--- src/core/aux_cal_pkg.sv ---
// Package: register map, field layout, reset values and timing for the aux/cal register group
//
// Contract
// - Second aux word is low byte at 0x0B plus bits 1:0 at 0x0C.
// - First aux word upper bits sit in its control bits 1:0, low byte 0x09.
// - Aux code 0x3FF full, 0x200 mid, 0x000 bottom; reset 0x000.
// - Second control bit 7 enables the second aux output; default off.
// - Range field bits 6:5 pick 2, 1.5, 1.0 or 0.5 V span.
// - Top field bits 4:2 pick 1.0 to 2.9 V; default 1.0 V.
// - First channel top field uses the same encoding.
// - Reference trim 0x0D bits 5:0 is two's complement; default zero.
// - Control bit 7 picks fixed 32 or user value for second preload.
// - Control bit 6 makes the same preload choice for the first channel.
// - Control bits 5 and 4 select second and first channel self-calibration.
// - Control bit 3 gates the calibration clock; default stopped.
// - Bits 2:0 divide converter clock by 256, 128, ... 4, 2; codes 010 to 101 divide by 256 here.
// - Status 0x0F bit 7 is 0 while second calibrates, 1 when done.
// - Writing 1 to memory control bit 4 starts self-calibration; 0 does nothing.
// - Status bit 6 is 1 once first channel calibration completes.
package aux_cal_pkg;

  // ----------------------------------------
  // Register indices (byte address = 4 * index)
  // ----------------------------------------
  localparam logic [7:0] IDX_AUX_LOW_FIRST = 8'h09;
  localparam logic [7:0] IDX_AUX_CTL_FIRST = 8'h0A;
  localparam logic [7:0] IDX_AUX_LOW_SECOND = 8'h0B;
  localparam logic [7:0] IDX_AUX_CTL_SECOND = 8'h0C;
  localparam logic [7:0] IDX_REF_TRIM = 8'h0D;
  localparam logic [7:0] IDX_CAL_CTL = 8'h0E;
  localparam logic [7:0] IDX_CAL_STATUS = 8'h0F;
  localparam logic [7:0] IDX_MEM_CTL = 8'h12;
  localparam logic [7:0] IDX_IRQ_STATUS = 8'h20;
  localparam logic [7:0] IDX_IRQ_ENABLE = 8'h21;
  localparam logic [7:0] IDX_IRQ_CLEAR = 8'h22;
  localparam logic [7:0] IDX_USER_PRELOAD = 8'h23;

  // ----------------------------------------
  // Field positions
  // ----------------------------------------
  localparam int AUX_EN_BIT = 7;
  localparam int AUX_SPAN_LSB = 5;
  localparam int AUX_TOP_LSB = 2;
  localparam int PRELOAD_SECOND_BIT = 7;
  localparam int PRELOAD_FIRST_BIT = 6;
  localparam int PICK_SECOND_BIT = 5;
  localparam int PICK_FIRST_BIT = 4;
  localparam int CLK_GATE_BIT = 3;
  localparam int DONE_SECOND_BIT = 7;
  localparam int DONE_FIRST_BIT = 6;
  localparam int START_BIT = 4;

  // ----------------------------------------
  // Writable masks and reset values
  // ----------------------------------------
  localparam logic [7:0] AUX_CTL_MASK = 8'hFF;
  localparam logic [7:0] REF_TRIM_MASK = 8'h3F;
  localparam logic [7:0] AUX_LOW_RESET = 8'h00;
  localparam logic [7:0] AUX_CTL_RESET = 8'h00;
  localparam logic [7:0] REF_TRIM_RESET = 8'h00;
  localparam logic [7:0] CAL_CTL_RESET = 8'h00;
  localparam logic [5:0] FIXED_PRELOAD = 6'h20;
  localparam logic [5:0] USER_PRELOAD_RESET = 6'h00;

  // ----------------------------------------
  // Calibration timing: cycles of the calibration clock per run
  // ----------------------------------------
  localparam logic [7:0] CAL_TICKS = 8'h40;
  // Divider terminal counts: the count runs from zero to the limit inclusive
  localparam logic [7:0] DIV_LIMIT_256 = 8'hFF;
  localparam logic [7:0] DIV_LIMIT_128 = 8'h7F;
  localparam logic [7:0] DIV_LIMIT_4 = 8'h03;
  localparam logic [7:0] DIV_LIMIT_2 = 8'h01;

  typedef enum logic [1:0] {
    CAL_IDLE = 2'b00,
    CAL_RUN = 2'b01
  } cal_state_type;

endpackage : aux_cal_pkg

--- src/core/dac_aux_cal_config_regs.sv ---
// Module: aux converter, reference and calibration register group with Wishbone slave
//
// Design decision made here: the Wishbone register port.
module dac_aux_cal_config_regs
  import aux_cal_pkg::*;
(
  // Clock and reset
  input wire logic clk,
  input wire logic rst_n,
  // Wishbone slave
  input wire logic cyc_i,
  input wire logic stb_i,
  input wire logic we_i,
  input wire logic [9:0] adr_i,
  input wire logic [3:0] sel_i,
  input wire logic [31:0] dat_i,
  output logic [31:0] dat_o,
  output logic ack_o,
  // Analog control outputs
  output logic [9:0] auxWordFirst,
  output logic [9:0] auxWordSecond,
  output logic auxOutEnableFirst,
  output logic auxOutEnableSecond,
  output logic [1:0] auxSpanFirst,
  output logic [1:0] auxSpanSecond,
  output logic [2:0] auxTopFirst,
  output logic [2:0] auxTopSecond,
  output logic [5:0] referenceTrimCode,
  // Calibration engine view
  output logic calClockTick,
  output logic calBusy,
  output logic [5:0] preloadFirst,
  output logic [5:0] preloadSecond,
  // Interrupt
  output logic irq
);

  // ----------------------------------------
  // Registers
  // ----------------------------------------
  logic [7:0] auxLowFirst_q;
  logic [7:0] auxCtlFirst_q;
  logic [7:0] auxLowSecond_q;
  logic [7:0] auxCtlSecond_q;
  logic [7:0] refTrim_q;
  logic [7:0] calCtl_q;
  logic [5:0] userPreload_q;
  logic calDoneFirst_q;
  logic calDoneSecond_q;
  logic [1:0] irqStatus_q;
  logic [1:0] irqEnable_q;
  logic [7:0] divCount_q;
  logic [7:0] calTicks_q;
  logic runFirst_q;
  logic runSecond_q;
  cal_state_type calState_q;
  logic ack_q;
  logic [31:0] rdata_q;

  logic [7:0] regIdx;
  logic [7:0] wByte;
  logic wrEn;
  logic rdEn;
  logic startPulse;
  logic calFinish;
  logic [7:0] divLimit;
  logic tick;
  logic [7:0] rdMux;
  logic [1:0] doneEvent;
  logic [1:0] clearHit;

  assign regIdx = adr_i[9:2];
  assign wByte = dat_i[7:0];
  // One request per bus cycle: ack answers one cycle after stb, then drops
  assign wrEn = cyc_i && stb_i && we_i && !ack_q && sel_i[0];
  assign rdEn = cyc_i && stb_i && !we_i && !ack_q;
  assign ack_o = ack_q;
  assign dat_o = rdata_q;

  // ----------------------------------------
  // Bus handshake and read data
  // ----------------------------------------
  always_ff @(posedge clk or negedge rst_n)
  begin
    if (!rst_n)
    begin
      ack_q <= 1'b0;
    end
    else
    begin
      ack_q <= cyc_i && stb_i && !ack_q;
    end
  end

  always_comb
  begin
    case (regIdx)
      IDX_AUX_LOW_FIRST: rdMux = auxLowFirst_q;
      IDX_AUX_CTL_FIRST: rdMux = auxCtlFirst_q;
      IDX_AUX_LOW_SECOND: rdMux = auxLowSecond_q;
      IDX_AUX_CTL_SECOND: rdMux = auxCtlSecond_q;
      IDX_REF_TRIM: rdMux = refTrim_q;
      IDX_CAL_CTL: rdMux = calCtl_q;
      // Done bits and nothing else; other status bits read zero
      IDX_CAL_STATUS: rdMux = {calDoneSecond_q, calDoneFirst_q, 6'h00};
      IDX_IRQ_STATUS: rdMux = {6'h00, irqStatus_q};
      IDX_IRQ_ENABLE: rdMux = {6'h00, irqEnable_q};
      IDX_USER_PRELOAD: rdMux = {2'b00, userPreload_q};
      // Unmapped and write-only locations read zero
      default: rdMux = 8'h00;
    endcase
  end

  always_ff @(posedge clk or negedge rst_n)
  begin
    if (!rst_n)
    begin
      rdata_q <= 32'h0000_0000;
    end
    else if (rdEn)
    begin
      rdata_q <= {24'h00_0000, rdMux};
    end
  end

  // ----------------------------------------
  // Configuration registers
  // ----------------------------------------
  always_ff @(posedge clk or negedge rst_n)
  begin
    if (!rst_n)
    begin
      auxLowFirst_q <= AUX_LOW_RESET;
      auxCtlFirst_q <= AUX_CTL_RESET;
      auxLowSecond_q <= AUX_LOW_RESET;
      auxCtlSecond_q <= AUX_CTL_RESET;
    end
    else if (wrEn)
    begin
      case (regIdx)
        IDX_AUX_LOW_FIRST: auxLowFirst_q <= wByte;
        IDX_AUX_CTL_FIRST: auxCtlFirst_q <= wByte & AUX_CTL_MASK;
        IDX_AUX_LOW_SECOND: auxLowSecond_q <= wByte;
        IDX_AUX_CTL_SECOND: auxCtlSecond_q <= wByte & AUX_CTL_MASK;
        default: ;
      endcase
    end
  end

  always_ff @(posedge clk or negedge rst_n)
  begin
    if (!rst_n)
    begin
      refTrim_q <= REF_TRIM_RESET;
      calCtl_q <= CAL_CTL_RESET;
      userPreload_q <= USER_PRELOAD_RESET;
      irqEnable_q <= 2'b00;
    end
    else if (wrEn)
    begin
      case (regIdx)
        IDX_REF_TRIM: refTrim_q <= wByte & REF_TRIM_MASK;
        IDX_CAL_CTL: calCtl_q <= wByte;
        IDX_IRQ_ENABLE: irqEnable_q <= wByte[1:0];
        IDX_USER_PRELOAD: userPreload_q <= wByte[5:0];
        default: ;
      endcase
    end
  end

  // ----------------------------------------
  // Analog control fields
  // ----------------------------------------
  // Fields lag their register by one edge; a word split over two registers changes one register write at a time
  always_ff @(posedge clk or negedge rst_n)
  begin
    if (!rst_n)
    begin
      auxWordFirst <= 10'h000;
      auxOutEnableFirst <= 1'b0;
      auxSpanFirst <= 2'b00;
      auxTopFirst <= 3'b000;
    end
    else
    begin
      auxWordFirst <= {auxCtlFirst_q[1:0], auxLowFirst_q};
      auxOutEnableFirst <= auxCtlFirst_q[AUX_EN_BIT];
      auxSpanFirst <= auxCtlFirst_q[AUX_SPAN_LSB +: 2];
      auxTopFirst <= auxCtlFirst_q[AUX_TOP_LSB +: 3];
    end
  end

  always_ff @(posedge clk or negedge rst_n)
  begin
    if (!rst_n)
    begin
      auxWordSecond <= 10'h000;
      auxOutEnableSecond <= 1'b0;
      auxSpanSecond <= 2'b00;
      auxTopSecond <= 3'b000;
    end
    else
    begin
      auxWordSecond <= {auxCtlSecond_q[1:0], auxLowSecond_q};
      auxOutEnableSecond <= auxCtlSecond_q[AUX_EN_BIT];
      auxSpanSecond <= auxCtlSecond_q[AUX_SPAN_LSB +: 2];
      auxTopSecond <= auxCtlSecond_q[AUX_TOP_LSB +: 3];
    end
  end

  // ----------------------------------------
  // Reference trim and calibration preloads
  // ----------------------------------------
  always_ff @(posedge clk or negedge rst_n)
  begin
    if (!rst_n)
    begin
      referenceTrimCode <= 6'h00;
    end
    else
    begin
      referenceTrimCode <= refTrim_q[5:0];
    end
  end

  always_ff @(posedge clk or negedge rst_n)
  begin
    if (!rst_n)
    begin
      preloadFirst <= FIXED_PRELOAD;
      preloadSecond <= FIXED_PRELOAD;
    end
    else
    begin
      preloadFirst <= calCtl_q[PRELOAD_FIRST_BIT] ? userPreload_q : FIXED_PRELOAD;
      preloadSecond <= calCtl_q[PRELOAD_SECOND_BIT] ? userPreload_q : FIXED_PRELOAD;
    end
  end

  // ----------------------------------------
  // Calibration clock divider
  // ----------------------------------------
  // Unlisted divider codes fall back to divide by 256 as the safest slow rate
  always_comb
  begin
    case (calCtl_q[2:0])
      3'b001: divLimit = DIV_LIMIT_128;
      3'b110: divLimit = DIV_LIMIT_4;
      3'b111: divLimit = DIV_LIMIT_2;
      default: divLimit = DIV_LIMIT_256;
    endcase
  end

  assign tick = calCtl_q[CLK_GATE_BIT] && (divCount_q >= divLimit);

  always_ff @(posedge clk or negedge rst_n)
  begin
    if (!rst_n)
    begin
      divCount_q <= 8'h00;
    end
    else if (!calCtl_q[CLK_GATE_BIT] || tick)
    begin
      divCount_q <= 8'h00;
    end
    else
    begin
      divCount_q <= divCount_q + 8'h01;
    end
  end

  assign calClockTick = tick;

  // ----------------------------------------
  // Self-calibration sequencer
  // ----------------------------------------
  assign startPulse = wrEn && (regIdx == IDX_MEM_CTL) && wByte[START_BIT];
  // Without a running calibration clock a started run stalls until it is enabled
  assign calFinish = (calState_q == CAL_RUN) && tick && (calTicks_q == CAL_TICKS - 8'h01);
  assign calBusy = (calState_q == CAL_RUN);

  always_ff @(posedge clk or negedge rst_n)
  begin
    if (!rst_n)
    begin
      calState_q <= CAL_IDLE;
      calTicks_q <= 8'h00;
      runFirst_q <= 1'b0;
      runSecond_q <= 1'b0;
    end
    else
    begin
      case (calState_q)
        CAL_IDLE:
        begin
          if (startPulse && (calCtl_q[PICK_FIRST_BIT] || calCtl_q[PICK_SECOND_BIT]))
          begin
            calState_q <= CAL_RUN;
            calTicks_q <= 8'h00;
            runFirst_q <= calCtl_q[PICK_FIRST_BIT];
            runSecond_q <= calCtl_q[PICK_SECOND_BIT];
          end
        end
        CAL_RUN:
        begin
          if (calFinish)
          begin
            calState_q <= CAL_IDLE;
          end
          else if (tick)
          begin
            calTicks_q <= calTicks_q + 8'h01;
          end
        end
        default: calState_q <= CAL_IDLE;
      endcase
    end
  end

  // ----------------------------------------
  // Completion flags
  // ----------------------------------------
  always_ff @(posedge clk or negedge rst_n)
  begin
    if (!rst_n)
    begin
      calDoneFirst_q <= 1'b0;
      calDoneSecond_q <= 1'b0;
    end
    else
    begin
      if (calFinish && runFirst_q)
      begin
        calDoneFirst_q <= 1'b1;
      end
      else if (startPulse && calState_q == CAL_IDLE && calCtl_q[PICK_FIRST_BIT])
      begin
        calDoneFirst_q <= 1'b0;
      end
      if (calFinish && runSecond_q)
      begin
        calDoneSecond_q <= 1'b1;
      end
      else if (startPulse && calState_q == CAL_IDLE && calCtl_q[PICK_SECOND_BIT])
      begin
        calDoneSecond_q <= 1'b0;
      end
    end
  end

  // ----------------------------------------
  // Interrupts: bit 0 first done, bit 1 second done
  // ----------------------------------------
  // Set beats clear so a completion in the clearing cycle is kept
  assign doneEvent = {calFinish && runSecond_q, calFinish && runFirst_q};
  assign clearHit = (wrEn && regIdx == IDX_IRQ_CLEAR) ? wByte[1:0] : 2'b00;

  for (genvar i = 0; i < 2; i++)
  begin : g_irq
    always_ff @(posedge clk or negedge rst_n)
    begin
      if (!rst_n)
      begin
        irqStatus_q[i] <= 1'b0;
      end
      else if (doneEvent[i])
      begin
        irqStatus_q[i] <= 1'b1;
      end
      else if (clearHit[i])
      begin
        irqStatus_q[i] <= 1'b0;
      end
    end
  end

  assign irq = |(irqStatus_q & irqEnable_q);

endmodule : dac_aux_cal_config_regs

--- config.mk ---
export PLATFORM = sky130hd
export DESIGN_NAME = dac_aux_cal_config_regs
export DESIGN_NICKNAME = d
export VERILOG_FILES = /design/src/core/aux_cal_pkg.sv /design/src/core/dac_aux_cal_config_regs.sv
export SDC_FILE = /design/constraint.sdc
export NUM_CORES = 1
export LEC_CHECK = 0
export BUFFER_PORTS_ARGS = -buffer_cell sky130_fd_sc_hd__buf_2
export CORE_MARGIN = 2
export CORE_UTILIZATION = 35
export DETAILED_ROUTE_END_ITERATION = 7
export PLACE_DENSITY_LB_ADDON = 0.3
export SLEW_MARGIN = 0
export SYNTH_ARGS = -nofsm -noshare
export SYNTH_HDL_FRONTEND = slang
export SYNTH_SLANG_ARGS = --single-unit
--- constraint.sdc ---
create_clock -name clk -period 2.45 [get_ports clk]
set_clock_uncertainty 0.05 [all_clocks]
set_input_delay 0.3675 -clock clk [delete_from_list [all_inputs] [get_ports clk]]
set_output_delay 0.3675 -clock clk [all_outputs]
set_load 0.005 [all_outputs]
Word level (Yosys, flattened, before mapping)
Index checks and enable logic that the tools add are counted.

Equality and inequality tests: 21. Magnitude comparators: 1. Multiplexer cells: 21. Reductions and logical operators: 42. Bitwise logic cells: 1. $add $sub $neg: 2.

Operators with widths (count): case mux 8 bit (10 select lines) (1); equality test 8 x 4 -> 1 bit (second input constant) (7); equality test 8 x 6 -> 1 bit (second input constant) (5); 2-to-1 mux 8 bit (4); case mux 8 bit (3 select lines) (1); AND reduction 2 bit (10); logical AND 1 bit (19); adder 8 x 1 -> 8 bit (second input constant) (2); case mux 8 bit (2 select lines) (1); 2-to-1 mux 6 bit (2); nonzero test 2 bit (5); equality test 8 x 5 -> 1 bit (second input constant) (1); >= comparator 8 bit (1); 2-to-1 mux 1 bit (8); equality test 3 bit (second input constant) (2); 2-to-1 mux 2 bit (3); != test 2 x 1 -> 1 bit (second input constant) (2); != test 2 bit (second input constant) (2); case mux 2 bit (2 select lines) (1); AND reduction 4 bit (1); equality test 3 x 1 -> 1 bit (second input constant) (1); logical NOT 1 bit (3); bitwise AND 2 bit (1); equality test 2 x 1 -> 1 bit (second input constant) (1); 3 further kinds (4).

Input port bits: 51. Register bits: 137. Output and inout bits: 86. Logic and storage cells: 118.

Logic depth before layout (Yosys ltp)
Word-level depth: 10. Depth in mapped cells: 9. Depth with buffers taken out: 9.

Worst setup path after synthesis
No wires, ideal clock.

Path type: register to register. Start: reg calCtl_q[2]. End: reg calTicks_q[1]. Period minus slack after synthesis: 2.629 ns. Path buffers: 1. Cell stages (with the launch flop): 10. Arrival time: 2.455 ns. Setup slack: -0.179 ns. Library setup time: 0.124 ns. Required time: 2.276 ns. Cells stage by stage: dfrtp_1 and2_1 or2_2 ha_1 and4_1 and2_1 a221oi_2 clkbuf_1 nor3_1 a211o_1.

Word-level cells in the longest chain between the ends: 8. Elaborated cells between the ends (all ways): 11. Classes of those cells: order compare: 1; eq/ne: 5; mux: 1; reduce/logical: 4.

RTL lines: start: declaration (RTL line dac_aux_cal_config_regs.sv:46) `logic [7:0] calCtl_q;`; start signal: assignment (RTL line dac_aux_cal_config_regs.sv:163) `IDX_CAL_CTL: calCtl_q <= wByte;`; equality test 3 bit or equality test 3 x 1 -> 1 bit (tied branches) (RTL line dac_aux_cal_config_regs.sv:246) `case (calCtl_q[2:0])`; case mux 8 bit (3 select lines) (*) (RTL line dac_aux_cal_config_regs.sv:246); >= comparator 8 bit (*) (RTL line dac_aux_cal_config_regs.sv:254) `assign tick = calCtl_q[CLK_GATE_BIT] && (divCount_q >= divLimit);`; logical AND 1 bit (*) (RTL line dac_aux_cal_config_regs.sv:254); logical AND 1 bit (2 in a row) (RTL line dac_aux_cal_config_regs.sv:279) `assign calFinish = (calState_q == CAL_RUN) && tick && (calTicks_q == CAL_TICKS - 8'h01);`; != test 2 bit (no line); AND reduction 4 bit (no line) (*); end signal: assignment (RTL line dac_aux_cal_config_regs.sv:312) `calTicks_q <= calTicks_q + 8'h01;`; end: declaration (RTL line dac_aux_cal_config_regs.sv:53) `logic [7:0] calTicks_q;`.

Every way passes the cells marked *; elsewhere a longest branch is shown, timed or not. A chain may end at the register's enable or synchronous reset.

Worst setup path in the final report
Start: reg calCtl_q[1]. End: out calClockTick.

Word-level cells in the longest chain between the ends: 4. Elaborated cells between the ends (all ways): 6. Classes of those cells: order compare: 1; eq/ne: 3; mux: 1; reduce/logical: 1.

RTL lines: equality test 3 bit or equality test 3 x 1 -> 1 bit (tied branches) (RTL line dac_aux_cal_config_regs.sv:246); case mux 8 bit (3 select lines) (*) (RTL line dac_aux_cal_config_regs.sv:246); >= comparator 8 bit (*) (RTL line dac_aux_cal_config_regs.sv:254); logical AND 1 bit (*) (RTL line dac_aux_cal_config_regs.sv:254); end: declaration (RTL line dac_aux_cal_config_regs.sv:30) `output logic calClockTick,`.

Marks and branches as above.

==> results.rst <==
.. list-table::
   :header-rows: 1

   * - Metric
     - Value
   * - Status
     - finished with violations
   * - Failing checks
     - negative setup slack
   * - Clock-pin slew reported for the worst setup and hold paths after clock tree synthesis
     - 0.06 ns
   * - Top library cells by usage in the layout, fill and taps aside
     - sky130_fd_sc_hd__dfrtp_1, sky130_fd_sc_hd__buf_2, sky130_fd_sc_hd__mux2_2
   * - Final global-route overflow total
     - 0
   * - Via count of the first global-routing pass
     - 4150
   * - Total Wirelength
     - 14900 um
   * - Setup slack after layout
     - -0.296 ns
   * - Pint
     - 3.98 mW
   * - Portion of total power attributed to the clock network
     - 52.1%
   * - Chip height
     - 133 um
   * - Peak VDD IR
     - 510 uV
   * - Startpoint of the lowest-slack register-to-register path
     - calCtl_q[1]
   * - Final design instance area without fill
     - 7530 um2
   * - Most frequent standard cell in the layout excluding fill and tap cells
     - sky130_fd_sc_hd__dfrtp_1
   * - Endpoint class of the critical path
     - output port
   * - DRC Markers
     - 0
   * - Routability-driven placement congestion ratio
     - 0.887
   * - Relative slew margins
     - 53.7%
   * - Final setup violation count
     - 12
   * - First-pass GRT wire length
     - 23000 um
   * - Count of mapped cells out of synthesis
     - 470
   * - Overall die area
     - 17800 um2
   * - Post-synth EDFFs
     - 0
   * - Leakage power figure
     - 3.88 nW
   * - Antenna Diode Count
     - 0
   * - Area of the core
     - 16500 um2
   * - Slew at the pin with the worst max-slew slack
     - 0.695 ns
   * - Dominant cell type by area after synthesis
     - sky130_fd_sc_hd__dfrtp_1
   * - Pwr Density
     - 679 nW/um2
   * - Tmin final
     - 2.75 ns
   * - Async SR Flop Fraction
     - 100%
   * - HPWL after detailed placement
     - 10200 um
   * - Combinational share of power
     - 3.6%
   * - Share of Yosys cell area claimed by the top area cell type
     - 57.2%
   * - Post-DR wirelength/cell
     - 17.9 um
   * - Required @ worst endpoint
     - 2.03 ns
   * - Number of distinct standard cells referenced by the synthesized netlist
     - 62
   * - Share of total power in sequential cells
     - 44.3%
   * - Drt via density
     - 5.02
   * - DR pass1 iterations
     - 5
   * - Most frequent CP cell
     - sky130_fd_sc_hd__buf_6
   * - Worst path bufs/invs
     - 3
   * - Routed via count
     - 4177
   * - Crit share post-route
     - 112%
   * - Post-synthesis instance area
     - 5860 um2
   * - Fraction of final layout cells sized beyond drive strength 1
     - 40.0%
   * - Yosys reg bits
     - 136
   * - Number of pins exceeding their max-slew limit in the final report
     - 0
   * - Number of clock sinks
     - 136
   * - Highest achievable clock rate
     - 364 MHz
   * - Setup slack at placement
     - -0.0323 ns
   * - Largest stage delay, worst path
     - 0.39 ns
   * - Insertion delay to the later sink of the worst-skew pair
     - 0.43 ns
   * - Final net count
     - 659
   * - Total routing usage reported by global routing
     - 17.0%
   * - Port Buffers
     - 83
   * - Hold Slack
     - 0.0196 ns
   * - Startpoint of the most critical setup path
     - calCtl_q[1]
   * - Type of the most critical hold path
     - input port to asynchronous set/reset pin
   * - Switching pwr
     - 1.13 mW
   * - Mean area per synthesized cell
     - 12.5 um2
   * - Top FF cell, synth
     - sky130_fd_sc_hd__dfrtp_1
   * - Relative area change from synthesis to final layout
     - 28.5%
   * - Cell row count
     - 47
   * - TritonCTS clock tree
     - built
   * - Critical-path maximum fanout
     - 3
   * - Worst setup path class
     - register to output port
   * - Setup TNS
     - -1.11 ns
   * - Critical path launch point type
     - register
   * - Largest cells by area after synthesis
     - sky130_fd_sc_hd__dfrtp_1, sky130_fd_sc_hd__mux2_2, sky130_fd_sc_hd__buf_4
   * - Largest net degree at the start of global routing
     - 137
   * - Final count of hold timing violations
     - 0
   * - Switching share of power
     - 22.2%
   * - Initial antenna violation count
     - 0
   * - RSZ-0062 raised after global routing
     - true
   * - Initial DRC Count
     - 364
   * - Cell Area, Placed
     - 6670 um2
   * - Slowest cell on crit path
     - sky130_fd_sc_hd__dfrtp_1
   * - Initial core utilization
     - 35.6%
   * - Clock Tree Root
     - sky130_fd_sc_hd__clkbuf_16
   * - DRT antenna net count
     - 0
   * - Sequential-to-total area share from yosys stat
     - 58.1%
   * - Max cap viols
     - 0
   * - Maximum count of clock buffers along a single path
     - 2
   * - Maximum level of the CTS H-tree
     - 4
   * - Cell family with most CP delay
     - simple AND/OR/NAND/NOR gates
   * - Number of top-level design ports
     - 137
   * - Chip Width
     - 133 um
   * - List of cells traversed by the critical path
     - buf_6, nor3b_4, or2_4, ha_4, and4_1, and2_4, a221oi_4, inv_2, buf_6
   * - Warnings from Yosys
     - 0
   * - Number of buffers inserted during clock tree synthesis
     - 17
   * - Total of hold buffers inserted after clock tree synthesis
     - 0
   * - Data arrival time of the critical path
     - 2.33 ns
synthesized netlist by cell type (all sizes together) (3+ instances only):
cell / number
o21ai: 9
nand3: 17
clkbuf: 11
dfrtp: 134
nor2b: 5
a21oi: 10
and2: 16
nor3: 4
inv: 6
mux2: 63
mux2i: 8
and3: 10
nand4: 5
nor4: 4
a221oi: 5
o32ai: 3
ha: 9
nor2: 23
nand2b: 3
buf: 29
a22o: 9
a211o: 3
or4: 3
nand2: 34
xor2: 5
layout make-up:
type,count,area (um2)
fillers,1503,8930
multi-input cells,310,2390
clock buffers,19,453
flip-flops and latches,136,3410
well taps,220,275
repair buffers,127,811
clock inverters,13,168
inverters,7,26.3
state kept, by name, summed over array words and instances (netlist names), 8 cells and up:
signal / flops
auxCtlFirst_q: 8
dat_o: 8
auxWordFirst: 10
divCount_q: 8
auxLowFirst_q: 8
calTicks_q: 8
auxLowSecond_q: 8
auxWordSecond: 10
calCtl_q: 8
auxCtlSecond_q: 8
per-layer routing:
metal | routed length [um] | up-vias | part of all wire (%) | global-route usage (%)
met1 | 6610 | 2119 | 44 | 22.6
met3 | 791 | 18 | 5.3 | 4.45
met5 | 0 | - | 0 | 0
li1 | - | 1918 | - | -
met4 | 255 | 0 | 1.7 | 6.50
met2 | 7210 | 122 | 49 | 26.8
cells by family (layout without fill, tap and decap cells):
logic type	count (synthesis)	after routing	synth area share [%]
xor+xnor	6	6	0.896
flops	136	136	58.1
simple gates	134	134	12.1
buf+inv	47	166	4.76
compound gates	66	66	8.66
other cells	1	24	0.0640
fa+ha+maj	9	9	1.92
mux	71	71	13.5
worst paths after layout:
check | to | slack, ns | depth (start not counted)
max reg2reg | calTicks_q[3] | -0.16 | 11
min reg2reg | auxWordFirst[4] | 0.35 | 0
max in group asynchronous | preloadSecond[4] | 1.84 | 2
min in group clk | auxLowFirst_q[7] | 0.19 | 2
max | calClockTick | -0.30 | 9
min | auxLowFirst_q[5] | 0.02 | 2
through the flow:
step           util [%]  power (mW)  std cells
6_report           45.7        5.11        832
5_1_grt            45.7        5.30        832
4_1_cts            44.7        5.16        824
3_5_place_dp       40.5        2.49        789
3_3_place_gp       40.5        2.49        789
2_1_floorplan         -        2.40        493
what timing repair did:
| item | 4_1_cts | 5_1_grt |
|---|---|---|
| cloned | 0 | 1 |
| setup endpoints to repair | 3 | 14 |
| setup buffers | 3 | 7 |
| pin swaps | 5 | 16 |
| hold endpoints to repair | 0 | 0 |
| gates resized for setup | 9 | 20 |
power groups by stage:
stage / logic, mW / clock network, mW / registers [mW]
4_1_cts: 0.184 / 2.71 / 2.27
3_5_place_dp: 0.182 / 0 / 2.31
3_3_place_gp: 0.180 / 0 / 2.31
5_1_grt: 0.203 / 2.83 / 2.27
6_report: 0.183 / 2.66 / 2.27
2_1_floorplan: 0.0949 / 0 / 2.31
Power figures use the tool's default switching activity.
